[src/csm_pkg.sv]
package csm_pkg;
    localparam logic [7:0] ADDR_CUR_HI = 8'h00;
    localparam logic [7:0] ADDR_CUR_LO = 8'h01;
    localparam logic [7:0] ADDR_WARN_HI = 8'h22;
    localparam logic [7:0] ADDR_WARN_LO = 8'h23;
    localparam logic [7:0] ADDR_FAST_DAC = 8'h2E;
    localparam logic [7:0] ADDR_RATIO = 8'h30;
    localparam logic [7:0] ADDR_RANGE = 8'h33;

    localparam logic [7:0] RST_CUR_HI = 8'h00;
    localparam logic [1:0] RST_CUR_LO = 2'h0;
    localparam logic [7:0] RST_WARN_HI = 8'hFF;
    localparam logic [1:0] RST_WARN_LO = 2'h3;
    localparam logic [7:0] RST_FAST_DAC = 8'hBF;
    localparam logic [3:0] RST_RATIO = 4'hF;
    localparam logic [3:0] RST_RANGE = 4'h0;

    // Range field codes (full scale 25, 50, 100 mV)
    localparam logic [1:0] RANGE_25MV = 2'h2;
    localparam logic [1:0] RANGE_50MV = 2'h1;
    localparam logic [1:0] RANGE_100MV = 2'h0;

    // Fast-to-slow ratio codes: 125, 150, 175, 200 percent
    localparam logic [1:0] RATIO_125 = 2'h0;
    localparam logic [1:0] RATIO_150 = 2'h1;
    localparam logic [1:0] RATIO_175 = 2'h2;
    localparam logic [1:0] RATIO_200 = 2'h3;

    localparam int SPLIT_LO_BITS = 2;
    localparam int SAMPLE_WIDTH = 10;
    localparam int CLK_HZ = 125_000_000;
    localparam int SAMPLE_RATE_HZ = 10_000;
    localparam int SAMPLE_CYCLES = CLK_HZ / SAMPLE_RATE_HZ;
endpackage

[src/csm_top.sv]
`timescale 1ns/1ps
// Summary of operation
// 2-bit range field, upper bits fixed read-only; here bits 3:2 are writable, only bits 7:4 read zero
// Pin low 10, high 01, open 00
// Range loaded from pin at power-up, rewritable
// Fast DAC register 0x2E, resets 0xBF
// Fast-trip range follows selected current range; not modeled, fast_dac_code is the DAC register alone
// Ratio code 00..11 is 125..200 percent
// Sample current at 10 ksps, keep latest
// Result bits 9:2 low address, 1:0 next
// Same split storage for thresholds too
// Compare samples only while power good
// Sample above threshold asserts alert
// Warning response ignores protection pin
// Warning threshold at 0x22/0x23, resets FF/03
// Full 10-bit compare, strictly greater only
module csm_top #(
    parameter int SAMPLE_CYCLES = csm_pkg::SAMPLE_CYCLES
) (
    input wire logic clk_sys,
    input wire logic sys_rst,
    input wire logic range_select_pin_driven,
    input wire logic range_select_pin_level,
    input wire logic power_good_out,
    input wire logic protection_behaviour_pin,
    input wire logic [9:0] adc_data,
    output logic adc_sample_tick,
    input wire logic [7:0] reg_addr,
    input wire logic [7:0] reg_wdata,
    input wire logic reg_wr,
    input wire logic reg_rd,
    output logic [7:0] reg_rdata,
    output logic [7:0] fast_dac_code,
    output logic [1:0] trip_ratio_setting,
    output logic [1:0] range_field,
    output logic alert_out
);
    logic [15:0] div_reg, div_next;
    logic [9:0] cur_reg, cur_next;
    logic [9:0] warn_reg, warn_next;
    logic [7:0] dac_reg, dac_next;
    logic [3:0] ratio_reg, ratio_next;
    logic [3:0] range_reg, range_next;
    logic loaded_reg, loaded_next;
    logic alert_reg, alert_next;
    logic [7:0] rdata_reg, rdata_next;
    logic tick;
    logic behaviour_level;

    // Three-state pin decode into the range code
    function automatic logic [1:0] pin_to_range(input logic driven,
                                                input logic level);
        if (!driven) begin
            pin_to_range = csm_pkg::RANGE_100MV;
        end else if (level) begin
            pin_to_range = csm_pkg::RANGE_50MV;
        end else begin
            pin_to_range = csm_pkg::RANGE_25MV;
        end
    endfunction

    // Divider stands in for the converter's conversion rate
    assign tick = (div_reg == 16'(SAMPLE_CYCLES - 1));
    // The protection pin has no say over the warning path
    assign behaviour_level = protection_behaviour_pin;

    always_comb begin
        div_next = tick ? 16'h0000 : div_reg + 16'h0001;
        cur_next = tick ? adc_data : cur_reg;
        warn_next = warn_reg;
        dac_next = dac_reg;
        ratio_next = ratio_reg;
        range_next = range_reg;
        loaded_next = 1'b1;
        if (!loaded_reg) begin
            // Strap is caught on the first edge after reset release
            range_next = {2'h0, pin_to_range(range_select_pin_driven,
                                            range_select_pin_level)};
        end else if (reg_wr) begin
            case (reg_addr)
                csm_pkg::ADDR_WARN_HI: warn_next[9:2] = reg_wdata;
                csm_pkg::ADDR_WARN_LO: warn_next[1:0] = reg_wdata[1:0];
                csm_pkg::ADDR_FAST_DAC: dac_next = reg_wdata;
                csm_pkg::ADDR_RATIO: ratio_next = reg_wdata[3:0];
                csm_pkg::ADDR_RANGE: range_next = reg_wdata[3:0];
                default: ;
            endcase
        end
        // Level alert follows the latest sample; forced low while not power good
        alert_next = alert_reg;
        if (!power_good_out) begin
            alert_next = 1'b0;
        end else if (tick) begin
            alert_next = (adc_data > warn_reg);
        end
        // Unmapped reads return zero; reg_rdata holds between reads
        rdata_next = rdata_reg;
        if (reg_rd) begin
            case (reg_addr)
                csm_pkg::ADDR_CUR_HI: rdata_next = cur_reg[9:2];
                csm_pkg::ADDR_CUR_LO: begin
                    rdata_next = {6'h00, cur_reg[1:0]};
                end
                csm_pkg::ADDR_WARN_HI: rdata_next = warn_reg[9:2];
                csm_pkg::ADDR_WARN_LO: rdata_next = {6'h00, warn_reg[1:0]};
                csm_pkg::ADDR_FAST_DAC: rdata_next = dac_reg;
                csm_pkg::ADDR_RATIO: rdata_next = {4'h0, ratio_reg};
                csm_pkg::ADDR_RANGE: rdata_next = {4'h0, range_reg};
                default: rdata_next = 8'h00;
            endcase
        end
    end

    always_ff @(posedge clk_sys or posedge sys_rst) begin
        if (sys_rst) begin
            div_reg <= 16'h0000;
            cur_reg <= {csm_pkg::RST_CUR_HI, csm_pkg::RST_CUR_LO};
            warn_reg <= {csm_pkg::RST_WARN_HI, csm_pkg::RST_WARN_LO};
            dac_reg <= csm_pkg::RST_FAST_DAC;
            ratio_reg <= csm_pkg::RST_RATIO;
            range_reg <= csm_pkg::RST_RANGE;
            loaded_reg <= 1'b0;
            alert_reg <= 1'b0;
            rdata_reg <= 8'h00;
        end else begin
            div_reg <= div_next;
            cur_reg <= cur_next;
            warn_reg <= warn_next;
            dac_reg <= dac_next;
            ratio_reg <= ratio_next;
            range_reg <= range_next;
            loaded_reg <= loaded_next;
            alert_reg <= alert_next;
            rdata_reg <= rdata_next;
        end
    end

    assign adc_sample_tick = tick;
    assign reg_rdata = rdata_reg;
    assign fast_dac_code = dac_reg;
    assign trip_ratio_setting = ratio_reg[1:0];
    assign range_field = range_reg[1:0];
    assign alert_out = alert_reg;

    // Strap check one edge after the field was loaded
    range_strap_a: assert property (
        @(posedge clk_sys) disable iff (sys_rst)
        loaded_reg && !$past(loaded_reg) |->
        range_reg[1:0] == pin_to_range($past(range_select_pin_driven),
                                       $past(range_select_pin_level)))
        else $error("range not loaded from pin");
    range_upper_a: assert property (
        @(posedge clk_sys) disable iff (sys_rst)
        reg_rd && reg_addr == csm_pkg::ADDR_RANGE |=>
        reg_rdata[7:4] == 4'h0)
        else $error("range upper bits not zero");
    range_code_a: assert property (
        @(posedge clk_sys) disable iff (sys_rst)
        !loaded_reg && !range_select_pin_driven |=>
        range_field == csm_pkg::RANGE_100MV)
        else $error("open pin not 100 mV code");
    range_write_a: assert property (
        @(posedge clk_sys) disable iff (sys_rst)
        loaded_reg && reg_wr && reg_addr == csm_pkg::ADDR_RANGE |=>
        range_field == $past(reg_wdata[1:0]))
        else $error("range write lost");

    dac_write_a: assert property (
        @(posedge clk_sys) disable iff (sys_rst)
        loaded_reg && reg_wr && reg_addr == csm_pkg::ADDR_FAST_DAC |=>
        fast_dac_code == $past(reg_wdata))
        else $error("dac write lost");
    ratio_write_a: assert property (
        @(posedge clk_sys) disable iff (sys_rst)
        loaded_reg && reg_wr && reg_addr == csm_pkg::ADDR_RATIO |=>
        trip_ratio_setting == $past(reg_wdata[1:0]))
        else $error("ratio write lost");
    warn_hi_a: assert property (
        @(posedge clk_sys) disable iff (sys_rst)
        loaded_reg && reg_wr && reg_addr == csm_pkg::ADDR_WARN_HI |=>
        warn_reg[9:2] == $past(reg_wdata))
        else $error("threshold high bits wrong");
    warn_split_a: assert property (
        @(posedge clk_sys) disable iff (sys_rst)
        loaded_reg && reg_wr && reg_addr == csm_pkg::ADDR_WARN_LO |=>
        warn_reg[1:0] == $past(reg_wdata[1:0]))
        else $error("threshold low bits wrong");

    // Captures and reads take the value held at the tick or read edge
    sample_period_a: assert property (
        @(posedge clk_sys) disable iff (sys_rst)
        tick |=>
        !tick && cur_reg == $past(adc_data))
        else $error("sample not captured");
    split_hi_a: assert property (
        @(posedge clk_sys) disable iff (sys_rst)
        reg_rd && reg_addr == csm_pkg::ADDR_CUR_HI |=>
        reg_rdata == $past(cur_reg[9:2]))
        else $error("high result bits wrong");
    split_read_a: assert property (
        @(posedge clk_sys) disable iff (sys_rst)
        reg_rd && reg_addr == csm_pkg::ADDR_CUR_LO |=>
        reg_rdata == {6'h00, $past(cur_reg[1:0])})
        else $error("low result bits wrong");

    pwr_gate_a: assert property (
        @(posedge clk_sys) disable iff (sys_rst)
        !power_good_out |=>
        !alert_out)
        else $error("alert without power good");
    alert_set_a: assert property (
        @(posedge clk_sys) disable iff (sys_rst)
        power_good_out && tick && adc_data > warn_reg |=>
        alert_out)
        else $error("alert missed");
    strict_cmp_a: assert property (
        @(posedge clk_sys) disable iff (sys_rst)
        power_good_out && tick && adc_data == warn_reg |=>
        !alert_out)
        else $error("alert on equal value");
    // Protection pin high must leave the compare result untouched
    warn_behav_a: assert property (
        @(posedge clk_sys) disable iff (sys_rst)
        power_good_out && tick && behaviour_level |=>
        alert_out == ($past(adc_data) > $past(warn_reg)))
        else $error("alert altered by protection pin");
endmodule // csm_top

[config.mk]
export PLATFORM = sky130hd
export DESIGN_NAME = csm_top
export DESIGN_NICKNAME = d
export VERILOG_FILES = /design/src/csm_pkg.sv /design/src/csm_top.sv
export SDC_FILE = /design/constraint.sdc
export NUM_CORES = 1
export LEC_CHECK = 0
export BUFFER_PORTS_ARGS = -buffer_cell sky130_fd_sc_hd__buf_2
export CAP_MARGIN = 20
export CELL_PAD_IN_SITES_DETAIL_PLACEMENT = 0
export CELL_PAD_IN_SITES_GLOBAL_PLACEMENT = 1
export CORE_ASPECT_RATIO = 1.5
export CORE_MARGIN = 8
export CORE_UTILIZATION = 47
export CTS_CLUSTER_DIAMETER = 80
export DETAILED_ROUTE_END_ITERATION = 8
export PLACE_DENSITY = 0.95
export SETUP_SLACK_MARGIN = 0.15
export SLEW_MARGIN = 20
export SYNTH_ARGS = -nofsm -noshare
export SYNTH_HDL_FRONTEND = slang
export SYNTH_SLANG_ARGS = --single-unit
[constraint.sdc]
create_clock -name clk_sys -period 3.9 [get_ports clk_sys]
set_input_delay 1.17 -clock clk_sys [delete_from_list [all_inputs] [get_ports clk_sys]]
set_output_delay 1.17 -clock clk_sys [all_outputs]
set_load 0.005 [all_outputs]
==> results of run 1 <==
-- worst max-delay path by stage --
stage | from | end | cells past startpoint
2_1_floorplan | reg_addr[7] | fast_dac_code[6] | 4
3_3_place_gp | reg_addr[7] | fast_dac_code[6] | 5
3_5_place_dp | reg_addr[7] | fast_dac_code[6] | 5
4_1_cts | div_reg[0] | adc_sample_tick | 5
5_1_grt | div_reg[0] | adc_sample_tick | 5
6_report | div_reg[0] | adc_sample_tick | 5
-- power breakdown --
part           switching, mW  internal [mW]
combinational         0.0593         0.0376
clock                  0.256          0.379
sequential           0.00679          0.656
total                  0.322           1.07
-- through the flow --
stage / util / total power, mW / setup WS, ns
2_1_floorplan: - / 0.725 / 1.15
3_3_place_gp: 0.529 / 0.769 / 0.797
3_5_place_dp: 0.529 / 0.772 / 0.788
4_1_cts: 0.562 / 1.41 / 0.682
5_1_grt: 0.562 / 1.45 / 0.508
6_report: 0.562 / 1.39 / 0.734
-- cell usage in the layout, fill, tap and decap left out, types with 9 or more instances in the layout --
master / synthesis / final
sky130_fd_sc_hd__mux2_2: 22 / 22
sky130_fd_sc_hd__clkbuf_8: 0 / 10
sky130_fd_sc_hd__buf_2: 0 / 54
sky130_fd_sc_hd__ha_1: 11 / 11
sky130_fd_sc_hd__dfstp_2: 21 / 21
sky130_fd_sc_hd__nor3_1: 11 / 11
sky130_fd_sc_hd__nand2_1: 46 / 46
sky130_fd_sc_hd__inv_1: 19 / 18
sky130_fd_sc_hd__nand3_1: 9 / 9
sky130_fd_sc_hd__nor2_1: 11 / 11
sky130_fd_sc_hd__a22o_1: 9 / 9
sky130_fd_sc_hd__dfrtp_1: 41 / 41
-- per-layer routing --
layer  wire (µm)  up-vias  track usage
li1            -     1224            -
met1        3110     1272        0.176
met2        4260       71        0.287
met3         403       12       0.0512
met4         145        0       0.0672
met5           0        -            0
-- cell families (layout without fill, tap and decap cells) --
logic type,count (synthesis),in the layout,synth area share
mux,26,26,0.0893
buf+inv,29,94,0.0384
other cells,1,1,0.00116
flops,62,62,0.489
fa+ha+maj,11,11,0.0427
compound gates,52,52,0.122
xor+xnor,12,12,0.0326
simple gates,112,112,0.184
-- area by class of cell --
| cell class | count | area, µm² | share of cell area |
|---|---|---|---|
| multi-input combinational | 214 | 1520 | 0.401 |
| inverter | 19 | 71.3 | 0.0188 |
| sequential | 62 | 1580 | 0.415 |
| clock buffer | 11 | 141 | 0.0372 |
| tap | 78 | 97.6 | 0.0257 |
| timing repair buffer | 59 | 308 | 0.0810 |
| clock inverter | 5 | 81.3 | 0.0214 |
==> impl_summary.log, run 1 <==
[metrics] status: complete, no violations
[metrics] Port Buffers: 54
[metrics] Worst Hold Margin: 0.466 ns
[metrics] setup slack of the most critical reg-to-reg path: 2.08 ns
[metrics] Yosys warning count: 0
[metrics] category of the worst setup path launch point: register
[metrics] path type of the worst min-delay path: register to register
[metrics] pins over their slew limit: 0
[metrics] final setup fails: 0
[metrics] average detailed-routed wire length per instance: 17.7 µm
[metrics] RSZ-0062 raised after global routing: false
[metrics] number of global-route vias before repair: 2722
[metrics] number of cells on the worst reg-to-reg path: 6
[metrics] total placed instance area: 0.00358 mm²
[metrics] Min-Delay Path Depth: 1
[metrics] Period minus WS final: 3.17 ns
[metrics] number of standard-cell rows in the floorplan: 37
[metrics] max cap viols: 0
[metrics] non-filler instance count after layout: 448
[metrics] portion of synthesized cell area occupied by the leading cell type: 0.318
[metrics] number of remaining DRC errors: 0
[metrics] fraction of layout cells with a size suffix above 1: 0.332
[metrics] FMAX: 316 MHz
[metrics] slew at the pin with the worst max-slew slack: 0.811 ns
[metrics] combined area of all synthesized cells: roughly 0.0032 mm²
[metrics] die outline area: 0.00982 mm²
[metrics] DP HPWL: just under 6000 µm
[metrics] htree depth: 3
[metrics] Horiz. Die Dim: 83.6 µm
[metrics] First-pass DRT Iterations: 4
[metrics] clock-pin slew of the registers on the worst-case setup and hold paths: 0.07 ns
[metrics] WP data arrival: 2.00 ns
[metrics] synthesized net count: 350
[metrics] instance count of the mapped netlist: 305
[metrics] antenna violations before repair: 0
[metrics] core region area: 0.00676 mm²
[metrics] flip-flop count of the largest register, all copies and words added: 16
[metrics] setup TNS: 0 ns
[metrics] reg-to-reg endpoint: alert_out
[metrics] critical path, cell by cell: ha_1 -> nor4bb_1 -> nand4_1 -> inv_1 -> buf_2
[metrics] number of DRC markers after the initial detailed-route iteration: 124
[metrics] Pwr per Cell Area: about 370 mW/mm²
[metrics] vias: 2579
[metrics] Final Wtd Congestion: 0.841
[metrics] cell taking the most area after synthesis: sky130_fd_sc_hd__dfrtp_1
[metrics] launch instance of the worst register-to-register path: warn_reg[3]
[metrics] IR drop worst, VDD: 185 µV
[metrics] number of instances resized during post-cts repair: 0
[metrics] final-report hold violation count: 0
[metrics] number of buffers added for setup after CTS: 0
[metrics] WP data required: 2.73 ns
[metrics] mean instance size in the synthesized netlist: 10.6 µm²
[metrics] proportion of synthesized chip area in sequential cells: 0.489
[metrics] Slowest-stage cell, CP: sky130_fd_sc_hd__inv_1
[metrics] maximum fanout encountered on the critical timing path: 15
[metrics] drt via density: 5.76
[metrics] flip-flop cell with the highest count after synthesis: sky130_fd_sc_hd__dfrtp_1
[metrics] number of buffers inserted by hold repair at cts: 0
[metrics] HP Start: div_reg[0]
[metrics] crit end category: primary output
[metrics] buffer cell driving the clock tree root: sky130_fd_sc_hd__clkbuf_8
[metrics] CTS tree: done
[metrics] Period Utilization, post-route: 0.812
[metrics] clock latency on the worst-skew pair: 0.34 ns
[metrics] dominant cell by count in the synthesized netlist: sky130_fd_sc_hd__nand2_1
[metrics] leading cell types by count after synthesis: 46 x sky130_fd_sc_hd__nand2_1, 41 x sky130_fd_sc_hd__dfrtp_1, 22 x sky130_fd_sc_hd__mux2_2
[metrics] Top Ports: 56
[metrics] Final nets: 410
[metrics] CP peak stage delay: around 0.4 ns
[metrics] worst-case clock skew: 0.00981 ns
[metrics] final instance area: ~0.0038 mm²
[metrics] placed insts: 432
[metrics] P&R area growth vs syn: 17.9%
[metrics] flops & latches, synth: 62
[metrics] first-pass GRT wire length: 13300 µm
[metrics] cell family with most CP delay: buffers and inverters
[metrics] worst setup path category: register to primary output
[metrics] Fill cells: 591
[metrics] number of enable-type register cells in the synthesized netlist: 0
[metrics] clock sink count: 62
[metrics] maximum number of pins on one net before global-route repair: 63
[metrics] effective utilization at floorplan: 0.477
[metrics] Synth area leaders: sky130_fd_sc_hd__dfrtp_1 32%, sky130_fd_sc_hd__dfstp_2 17%, sky130_fd_sc_hd__mux2_2 7.7%
[metrics] worst slew margin relative to its limit: 0.456
[metrics] endpoint with the worst hold slack: div_reg[0]
[metrics] post-route antenna net violation count: 0
[metrics] die extent in y: 117 µm
[metrics] number of buffers created by CTS: 9
[metrics] Diodes inserted: 0
[metrics] static leakage: between 1.5 and 2 nW
[metrics] Post-Route WL: 7920 µm
[metrics] overflow left after global routing: 0
[metrics] number of distinct library cell variants in the gate-level netlist after synthesis: 51
[metrics] async set-or-reset flop fraction in the synthesized netlist: 1.00
[metrics] maximum number of buffers from clock root to sink: 2
[metrics] total routing resource utilization after global routing: 0.164
[metrics] buffer and inverter count on the worst path: 2
Note: power is estimated with default switching activity, not from simulation.
==> run 2: changes to the inputs <==
--- a/config.mk
+++ b/config.mk
@@ -11,10 +11,10 @@
 export CELL_PAD_IN_SITES_GLOBAL_PLACEMENT = 1
 export CORE_ASPECT_RATIO = 1.5
 export CORE_MARGIN = 8
-export CORE_UTILIZATION = 47
+export CORE_UTILIZATION = 44
 export CTS_CLUSTER_DIAMETER = 80
 export DETAILED_ROUTE_END_ITERATION = 8
-export PLACE_DENSITY = 0.95
+export PLACE_DENSITY = 0.91
 export SETUP_SLACK_MARGIN = 0.15
 export SLEW_MARGIN = 20
 export SYNTH_ARGS = -nofsm -noshare
==> constraint.sdc (replaced) <==
create_clock -name clk_sys -period 3 [get_ports clk_sys]
set_input_delay 0.9 -clock clk_sys [delete_from_list [all_inputs] [get_ports clk_sys]]
set_output_delay 0.9 -clock clk_sys [all_outputs]
set_load 0.005 [all_outputs]
==> run 2 against run 1 <==
Against the previous run:
- count of clock-buffer cells in the layout is 1 lower
- clock skew about the same
- utilization decreased by 2.2 points
- routed wire length decreased by 1.2%
- sequential share of layout area is 0.84 points lower
- critical path type unchanged
- highest routed layer unchanged
==> impl_summary.log, run 2 (synthesis gave the netlist of run 1 again) <==
[metrics] status: complete, no violations
[metrics] number of global-route vias before repair: 2611 (-4.1%)
[metrics] worst slew margin relative to its limit: 0.288 (-0.168)
[metrics] Top Ports: 56 (unchanged)
[metrics] overflow left after global routing: 0 (unchanged)
[metrics] Post-Route WL: 7830 µm (-1.2%)
[metrics] First-pass DRT Iterations: 4 (unchanged)
[metrics] total placed instance area: 0.00365 mm² (+2.0%)
[metrics] Worst Hold Margin: 0.471 ns (+0.00501 ns)
[metrics] most common cell after layout, fill and taps aside: sky130_fd_sc_hd__buf_2
[metrics] DP HPWL: 6000 µm (+1.3%)
[metrics] average detailed-routed wire length per instance: 16.5 µm (-6.6%)
[metrics] IR drop worst, VDD: 298 µV (+61%)
[metrics] Period minus WS final: 2.48 ns
[metrics] pins over their slew limit: 0 (unchanged)
[metrics] number of DRC markers after the initial detailed-route iteration: 102 (-18%)
[metrics] most frequent cells in the layout: 54 x sky130_fd_sc_hd__buf_2, 46 x sky130_fd_sc_hd__nand2_1, 41 x sky130_fd_sc_hd__dfrtp_1
[metrics] Period Utilization, post-route: 0.827
[metrics] worst setup path category: register to primary output
[metrics] clock latency on the worst-skew pair: 0.34 ns (about the same)
[metrics] Final Util: 0.540 (-0.0219)
[metrics] maximum fanout encountered on the critical timing path: 5 (-10)
[metrics] maximum number of buffers from clock root to sink: 2 (unchanged)
[metrics] die outline area: 0.0104 mm² (+5.7%)
[metrics] htree depth: 3 (unchanged)
[metrics] first-pass GRT wire length: 12900 µm (-2.9%)
[metrics] path type of the worst min-delay path: register to register
[metrics] buffer cell driving the clock tree root: sky130_fd_sc_hd__clkbuf_8
[metrics] non-filler instance count after layout: 474 (+5.8%)
[metrics] antenna violations before repair: 0 (unchanged)
[metrics] number of buffers inserted by hold repair at cts: 0 (unchanged)
[metrics] final instance area: 0.00388 mm² (+2.1%)
[metrics] placed insts: 458 (+6.0%)
[metrics] vias: 2534 (-1.7%)
[metrics] crit end category: primary output
[metrics] clock-pin slew of the registers on the worst-case setup and hold paths: 0.08 ns (about the same)
[metrics] clock sink count: 62 (unchanged)
[metrics] Pwr per Cell Area: 471 mW/mm² (+28%)
[metrics] post-route antenna net violation count: 0 (unchanged)
[metrics] Final nets: 414 (+0.98%)
[metrics] CTS tree: done
[metrics] number of remaining DRC errors: 0 (unchanged)
[metrics] WP data required: 2.10 ns (-0.63 ns)
[metrics] crit path setup slack, layout: 0.518 ns (-0.216 ns)
[metrics] die extent in y: 121 µm (+2.9%)
[metrics] number of standard-cell rows in the floorplan: 38 (+2.7%)
[metrics] slew at the pin with the worst max-slew slack: 1.05 ns (+0.240 ns)
[metrics] number of buffers created by CTS: 9 (unchanged)
[metrics] Final Wtd Congestion: 0.837 (-0.49%)
[metrics] number of instances resized during post-cts repair: 0 (unchanged)
[metrics] P&R area growth vs syn: 20.3%
[metrics] final setup fails: 0 (unchanged)
[metrics] Diodes inserted: 0 (unchanged)
[metrics] WP data arrival: 1.58 ns (-0.42 ns)
[metrics] drt via density: 5.35 (-7.1%)
[metrics] number of buffers added for setup after CTS: 0 (unchanged)
[metrics] FMAX: 403 MHz
[metrics] Power Total: 1.83 mW (+31%)
[metrics] RSZ-0062 raised after global routing: false
[metrics] maximum number of pins on one net before global-route repair: 38 (-40%)
[metrics] Fill cells: 666 (+13%)
[metrics] worst-case clock skew: 0.00984 ns (+0.0000345 ns)
[metrics] max cap viols: 0 (unchanged)
[metrics] effective utilization at floorplan: 0.449 (-0.0279)
[metrics] fraction of layout cells with a size suffix above 1: 0.342 (+0.00981)
[metrics] flip-flop count of the largest register, all copies and words added: 16 (unchanged)
[metrics] static leakage: 1.76 nW (+1.8%)
[metrics] setup slack after placement: 0.232 ns (-0.557 ns)
[metrics] category of the worst setup path launch point: register
[metrics] core region area: 0.00718 mm² (+6.2%)
[metrics] Port Buffers: 54 (unchanged)
[metrics] total routing resource utilization after global routing: 0.159 (-0.00471)
[metrics] Horiz. Die Dim: 85.9 µm (+2.7%)
[metrics] setup TNS: 0 ns (unchanged)
[metrics] final-report hold violation count: 0 (unchanged)
[run 2: cell types whose count changed in the layout (fill, tap and decap cells not counted)]
cell | previous run | this run
sky130_fd_sc_hd__buf_4 | 5 | 8
sky130_fd_sc_hd__clkinv_4 | 0 | 2
sky130_fd_sc_hd__buf_12 | 0 | 1
sky130_fd_sc_hd__clkbuf_1 | 1 | 0
sky130_fd_sc_hd__clkinv_2 | 1 | 0
[run 2: final cells by class]
class	instances	area (µm²)	share of cell area
flip-flops and latches	62	1580	0.407
multi-input cells	214	1520	0.393
repair buffers	63	350	0.0903
clock buffers	10	138	0.0355
well taps	100	125	0.0323
clock inverters	6	93.8	0.0242
inverters	19	71.3	0.0184
[run 2: worst paths after layout]
kind	slack (ns)	cells after the start	from	endpoint
hold / removal	0.47	1	div_reg[15]	div_reg[15]
setup / recovery	0.52	5	div_reg[0]	adc_sample_tick
min in group asynchronous	0.60	2	sys_rst	div_reg[0]
setup reg to reg	1.04	6	warn_reg[5]	alert_out
hold reg to reg	0.47	1	div_reg[15]	div_reg[15]
max in group asynchronous	1.74	3	sys_rst	ratio_reg[2]
[run 2: routing by layer]
| layer | GRT usage | wire (µm) | vias up |
|---|---|---|---|
| li1 | - | - | 1236 |
| met3 | 0.0455 | 371 | 11 |
| met5 | 0 | 0 | - |
| met2 | 0.266 | 4020 | 62 |
| met4 | 0.0749 | 161 | 0 |
| met1 | 0.182 | 3270 | 1225 |
[run 2: critical path, cell delays in order, from the launching register on]
cell                       delay, ns
sky130_fd_sc_hd__dfrtp_1        0.38
sky130_fd_sc_hd__ha_1           0.26
sky130_fd_sc_hd__nor4bb_1       0.24
sky130_fd_sc_hd__nand4_1        0.15
sky130_fd_sc_hd__inv_1          0.09
sky130_fd_sc_hd__buf_2          0.12
[run 2: power by group]
group / internal (mW) / switching (mW)
clock: 0.496 / 0.343
combinational: 0.0508 / 0.0776
sequential: 0.853 / 0.00870
total: 1.40 / 0.429
==> run 3: changes to the inputs <==
==> constraint.sdc (replaced) <==
create_clock -name clk_sys -period 2.4 [get_ports clk_sys]
set_input_delay 0.72 -clock clk_sys [delete_from_list [all_inputs] [get_ports clk_sys]]
set_output_delay 0.72 -clock clk_sys [all_outputs]
set_load 0.005 [all_outputs]
==> run 3 against run 2 <==
Against the previous run:
- sequential power grew 25%
- combinational power grew 28%
- power grew 25%
==> impl_summary.log, run 3 (synthesis gave the netlist of run 1 again) <==
[metrics] number of remaining DRC errors: 0 (unchanged)
[metrics] average detailed-routed wire length per instance: 16.1 µm (-2.3%)
[metrics] drt via density: 5.43 (+1.6%)
[metrics] static leakage: 1.81 nW (+2.6%)
[metrics] CTS tree: done
[metrics] Worst Hold Margin: 0.425 ns (-0.0461 ns)
[metrics] Port Buffers: 54 (unchanged)
[metrics] final setup fails: 0 (unchanged)
[metrics] Final nets: 423 (+2.2%)
[metrics] number of buffers inserted by hold repair at cts: 0 (unchanged)
[metrics] reg-to-reg endpoint: alert_out
[metrics] Power Total: 2.28 mW (+25%)
[metrics] total routing resource utilization after global routing: 0.159 (-0.000584)
[metrics] most frequent cells in the layout: 54 x sky130_fd_sc_hd__buf_2, 46 x sky130_fd_sc_hd__nand2_1, 39 x sky130_fd_sc_hd__dfrtp_1
[metrics] Horiz. Die Dim: 85.9 µm (unchanged)
[metrics] number of global-route vias before repair: 2634 (+0.88%)
[metrics] first-pass GRT wire length: 13000 µm (+0.64%)
[metrics] Period minus WS final: 2.19 ns
[metrics] total placed instance area: 0.00368 mm² (+0.82%)
[metrics] P&R area growth vs syn: 23.5%
[metrics] Fill cells: 628 (-5.7%)
[metrics] status: complete, no violations
[metrics] Final Wtd Congestion: 0.863 (+3.1%)
[metrics] First-pass DRT Iterations: 7 (+3)
[metrics] clock-pin slew of the registers on the worst-case setup and hold paths: 0.07 ns (about the same)
[metrics] vias: 2623 (+3.5%)
[metrics] IR drop worst, VDD: 378 µV (+27%)
[metrics] crit path setup slack, layout: 0.207 ns (-0.311 ns)
[metrics] category of the worst setup path launch point: register
[metrics] worst slew margin relative to its limit: 0.330 (+0.0420)
[metrics] worst setup path category: register to primary output
[metrics] clock sink count: 62 (unchanged)
[metrics] slew at the pin with the worst max-slew slack: 0.989 ns (-0.0620 ns)
[metrics] Pwr per Cell Area: 572 mW/mm² (+21%)
[metrics] crit end category: primary output
[metrics] launching instance or port of the critical path: div_reg[1]
[metrics] final instance area: 0.00398 mm² (+2.7%)
[metrics] DP HPWL: 5940 µm (-1.1%)
[metrics] most common cell after layout, fill and taps aside: sky130_fd_sc_hd__buf_2
[metrics] Post-Route WL: 7790 µm (-0.45%)
[metrics] WP data required: 1.68 ns (-0.42 ns)
[metrics] maximum number of buffers from clock root to sink: 2 (unchanged)
[metrics] launch instance of the worst register-to-register path: warn_reg[7]
[metrics] effective utilization at floorplan: 0.449 (unchanged)
[metrics] RSZ-0062 raised after global routing: false
[metrics] max cap viols: 0 (unchanged)
[metrics] non-filler instance count after layout: 483 (+1.9%)
[metrics] final-report hold violation count: 0 (unchanged)
[metrics] Top Ports: 56 (unchanged)
[metrics] path type of the worst min-delay path: primary input to async pin
[metrics] core region area: 0.00718 mm² (unchanged)
[metrics] post-route antenna net violation count: 0 (unchanged)
[metrics] pins over their slew limit: 0 (unchanged)
[metrics] number of cells on the worst reg-to-reg path: 6 (unchanged)
[metrics] flip-flop count of the largest register, all copies and words added: 16 (unchanged)
[metrics] worst-case clock skew: 0.00754 ns (-0.00230 ns)
[metrics] fraction of layout cells with a size suffix above 1: 0.368 (+0.0259)
[metrics] FMAX: 456 MHz
[metrics] number of standard-cell rows in the floorplan: 38 (unchanged)
[metrics] setup slack of the most critical reg-to-reg path: 0.43 ns (-0.61 ns)
[metrics] Period Utilization, post-route: 0.914
[metrics] Diodes inserted: 0 (unchanged)
[metrics] buffer cell driving the clock tree root: sky130_fd_sc_hd__clkbuf_8
[metrics] clock latency on the worst-skew pair: 0.35 ns (about the same)
[metrics] number of DRC markers after the initial detailed-route iteration: 164 (+61%)
[metrics] maximum fanout encountered on the critical timing path: 4 (-1)
[metrics] die outline area: 0.0104 mm² (unchanged)
[metrics] htree depth: 3 (unchanged)
[metrics] setup slack after placement: -0.0478 ns (-0.279 ns)
[metrics] overflow left after global routing: 0 (unchanged)
[metrics] die extent in y: 121 µm (unchanged)
[metrics] antenna violations before repair: 0 (unchanged)
[metrics] maximum number of pins on one net before global-route repair: 63 (+66%)
[metrics] number of buffers created by CTS: 9 (unchanged)
[metrics] WP data arrival: 1.47 ns (-0.11 ns)
[metrics] placed insts: 462 (+0.87%)
==> run 3: changes by cell type in the layout (fill, tap and decap cells not counted), moves of 2 or more <==
cell,previous run,this run
sky130_fd_sc_hd__buf_4,8,17
sky130_fd_sc_hd__clkinv_4,2,0
sky130_fd_sc_hd__dfrtp_2,0,2
sky130_fd_sc_hd__dfrtp_1,41,39
==> run 3: final cells by class <==
type,count,area (µm²),share of cell area
flip-flops and latches,62,1580,0.397
multi-input cells,214,1570,0.393
repair buffers,72,418,0.105
clock buffers,11,141,0.0355
well taps,100,125,0.0314
clock inverters,5,81.3,0.0204
inverters,19,71.3,0.0179
==> run 3: through the flow <==
stage	util	setup TNS (ns)
after floorplan	-	0
after global placement	0.512	-0.00581
after detailed placement	0.512	-0.0746
after CTS	0.547	0
after global routing	0.555	0
final	0.555	0
==> run 3: how the worst max path moves through the flow <==
stage | to | slack, ns
2_1_floorplan | alert_out | 0.17
3_5_place_dp | reg_rdata[2] | -0.05
4_1_cts | adc_sample_tick | 0.15
6_report | adc_sample_tick | 0.21
3_3_place_gp | reg_rdata[2] | -0.004
5_1_grt | adc_sample_tick | 0.14
==> run 3: repair_timing <==
| item | 4_1_cts | 5_1_grt |
|---|---|---|
| buffers inserted | 1 | 4 |
| endpoints found under the setup margin | 1 | 1 |
| resized for setup | 3 | 5 |
| pin swaps | 1 | 2 |
==> run 3: routing by layer <==
layer  global-route usage  wire, µm  share of wire  vias to the layer above
li1                     -         -              -                     1248
met5                    0         0              0                        -
met3               0.0476       456          0.059                       18
met1                0.177      3120           0.40                     1280
met4               0.0694       165          0.021                        0
met2                0.270      4050           0.52                       77
==> run 3: power breakdown <==
part	switching, mW	internal, mW	leakage, nW	total [mW]
combinational	0.0972	0.0668	0.979	0.164
sequential	0.0109	1.07	0.717	1.08
clock	0.422	0.615	0.110	1.04
total	0.530	1.75	1.81	2.28
==> run 3: critical path: stages (launching register included) <==
cell	delay [ns]
sky130_fd_sc_hd__dfrtp_1	0.39
sky130_fd_sc_hd__ha_4	0.17
sky130_fd_sc_hd__nor4bb_4	0.19
sky130_fd_sc_hd__nand4_1	0.16
sky130_fd_sc_hd__inv_1	0.10
sky130_fd_sc_hd__buf_2	0.12
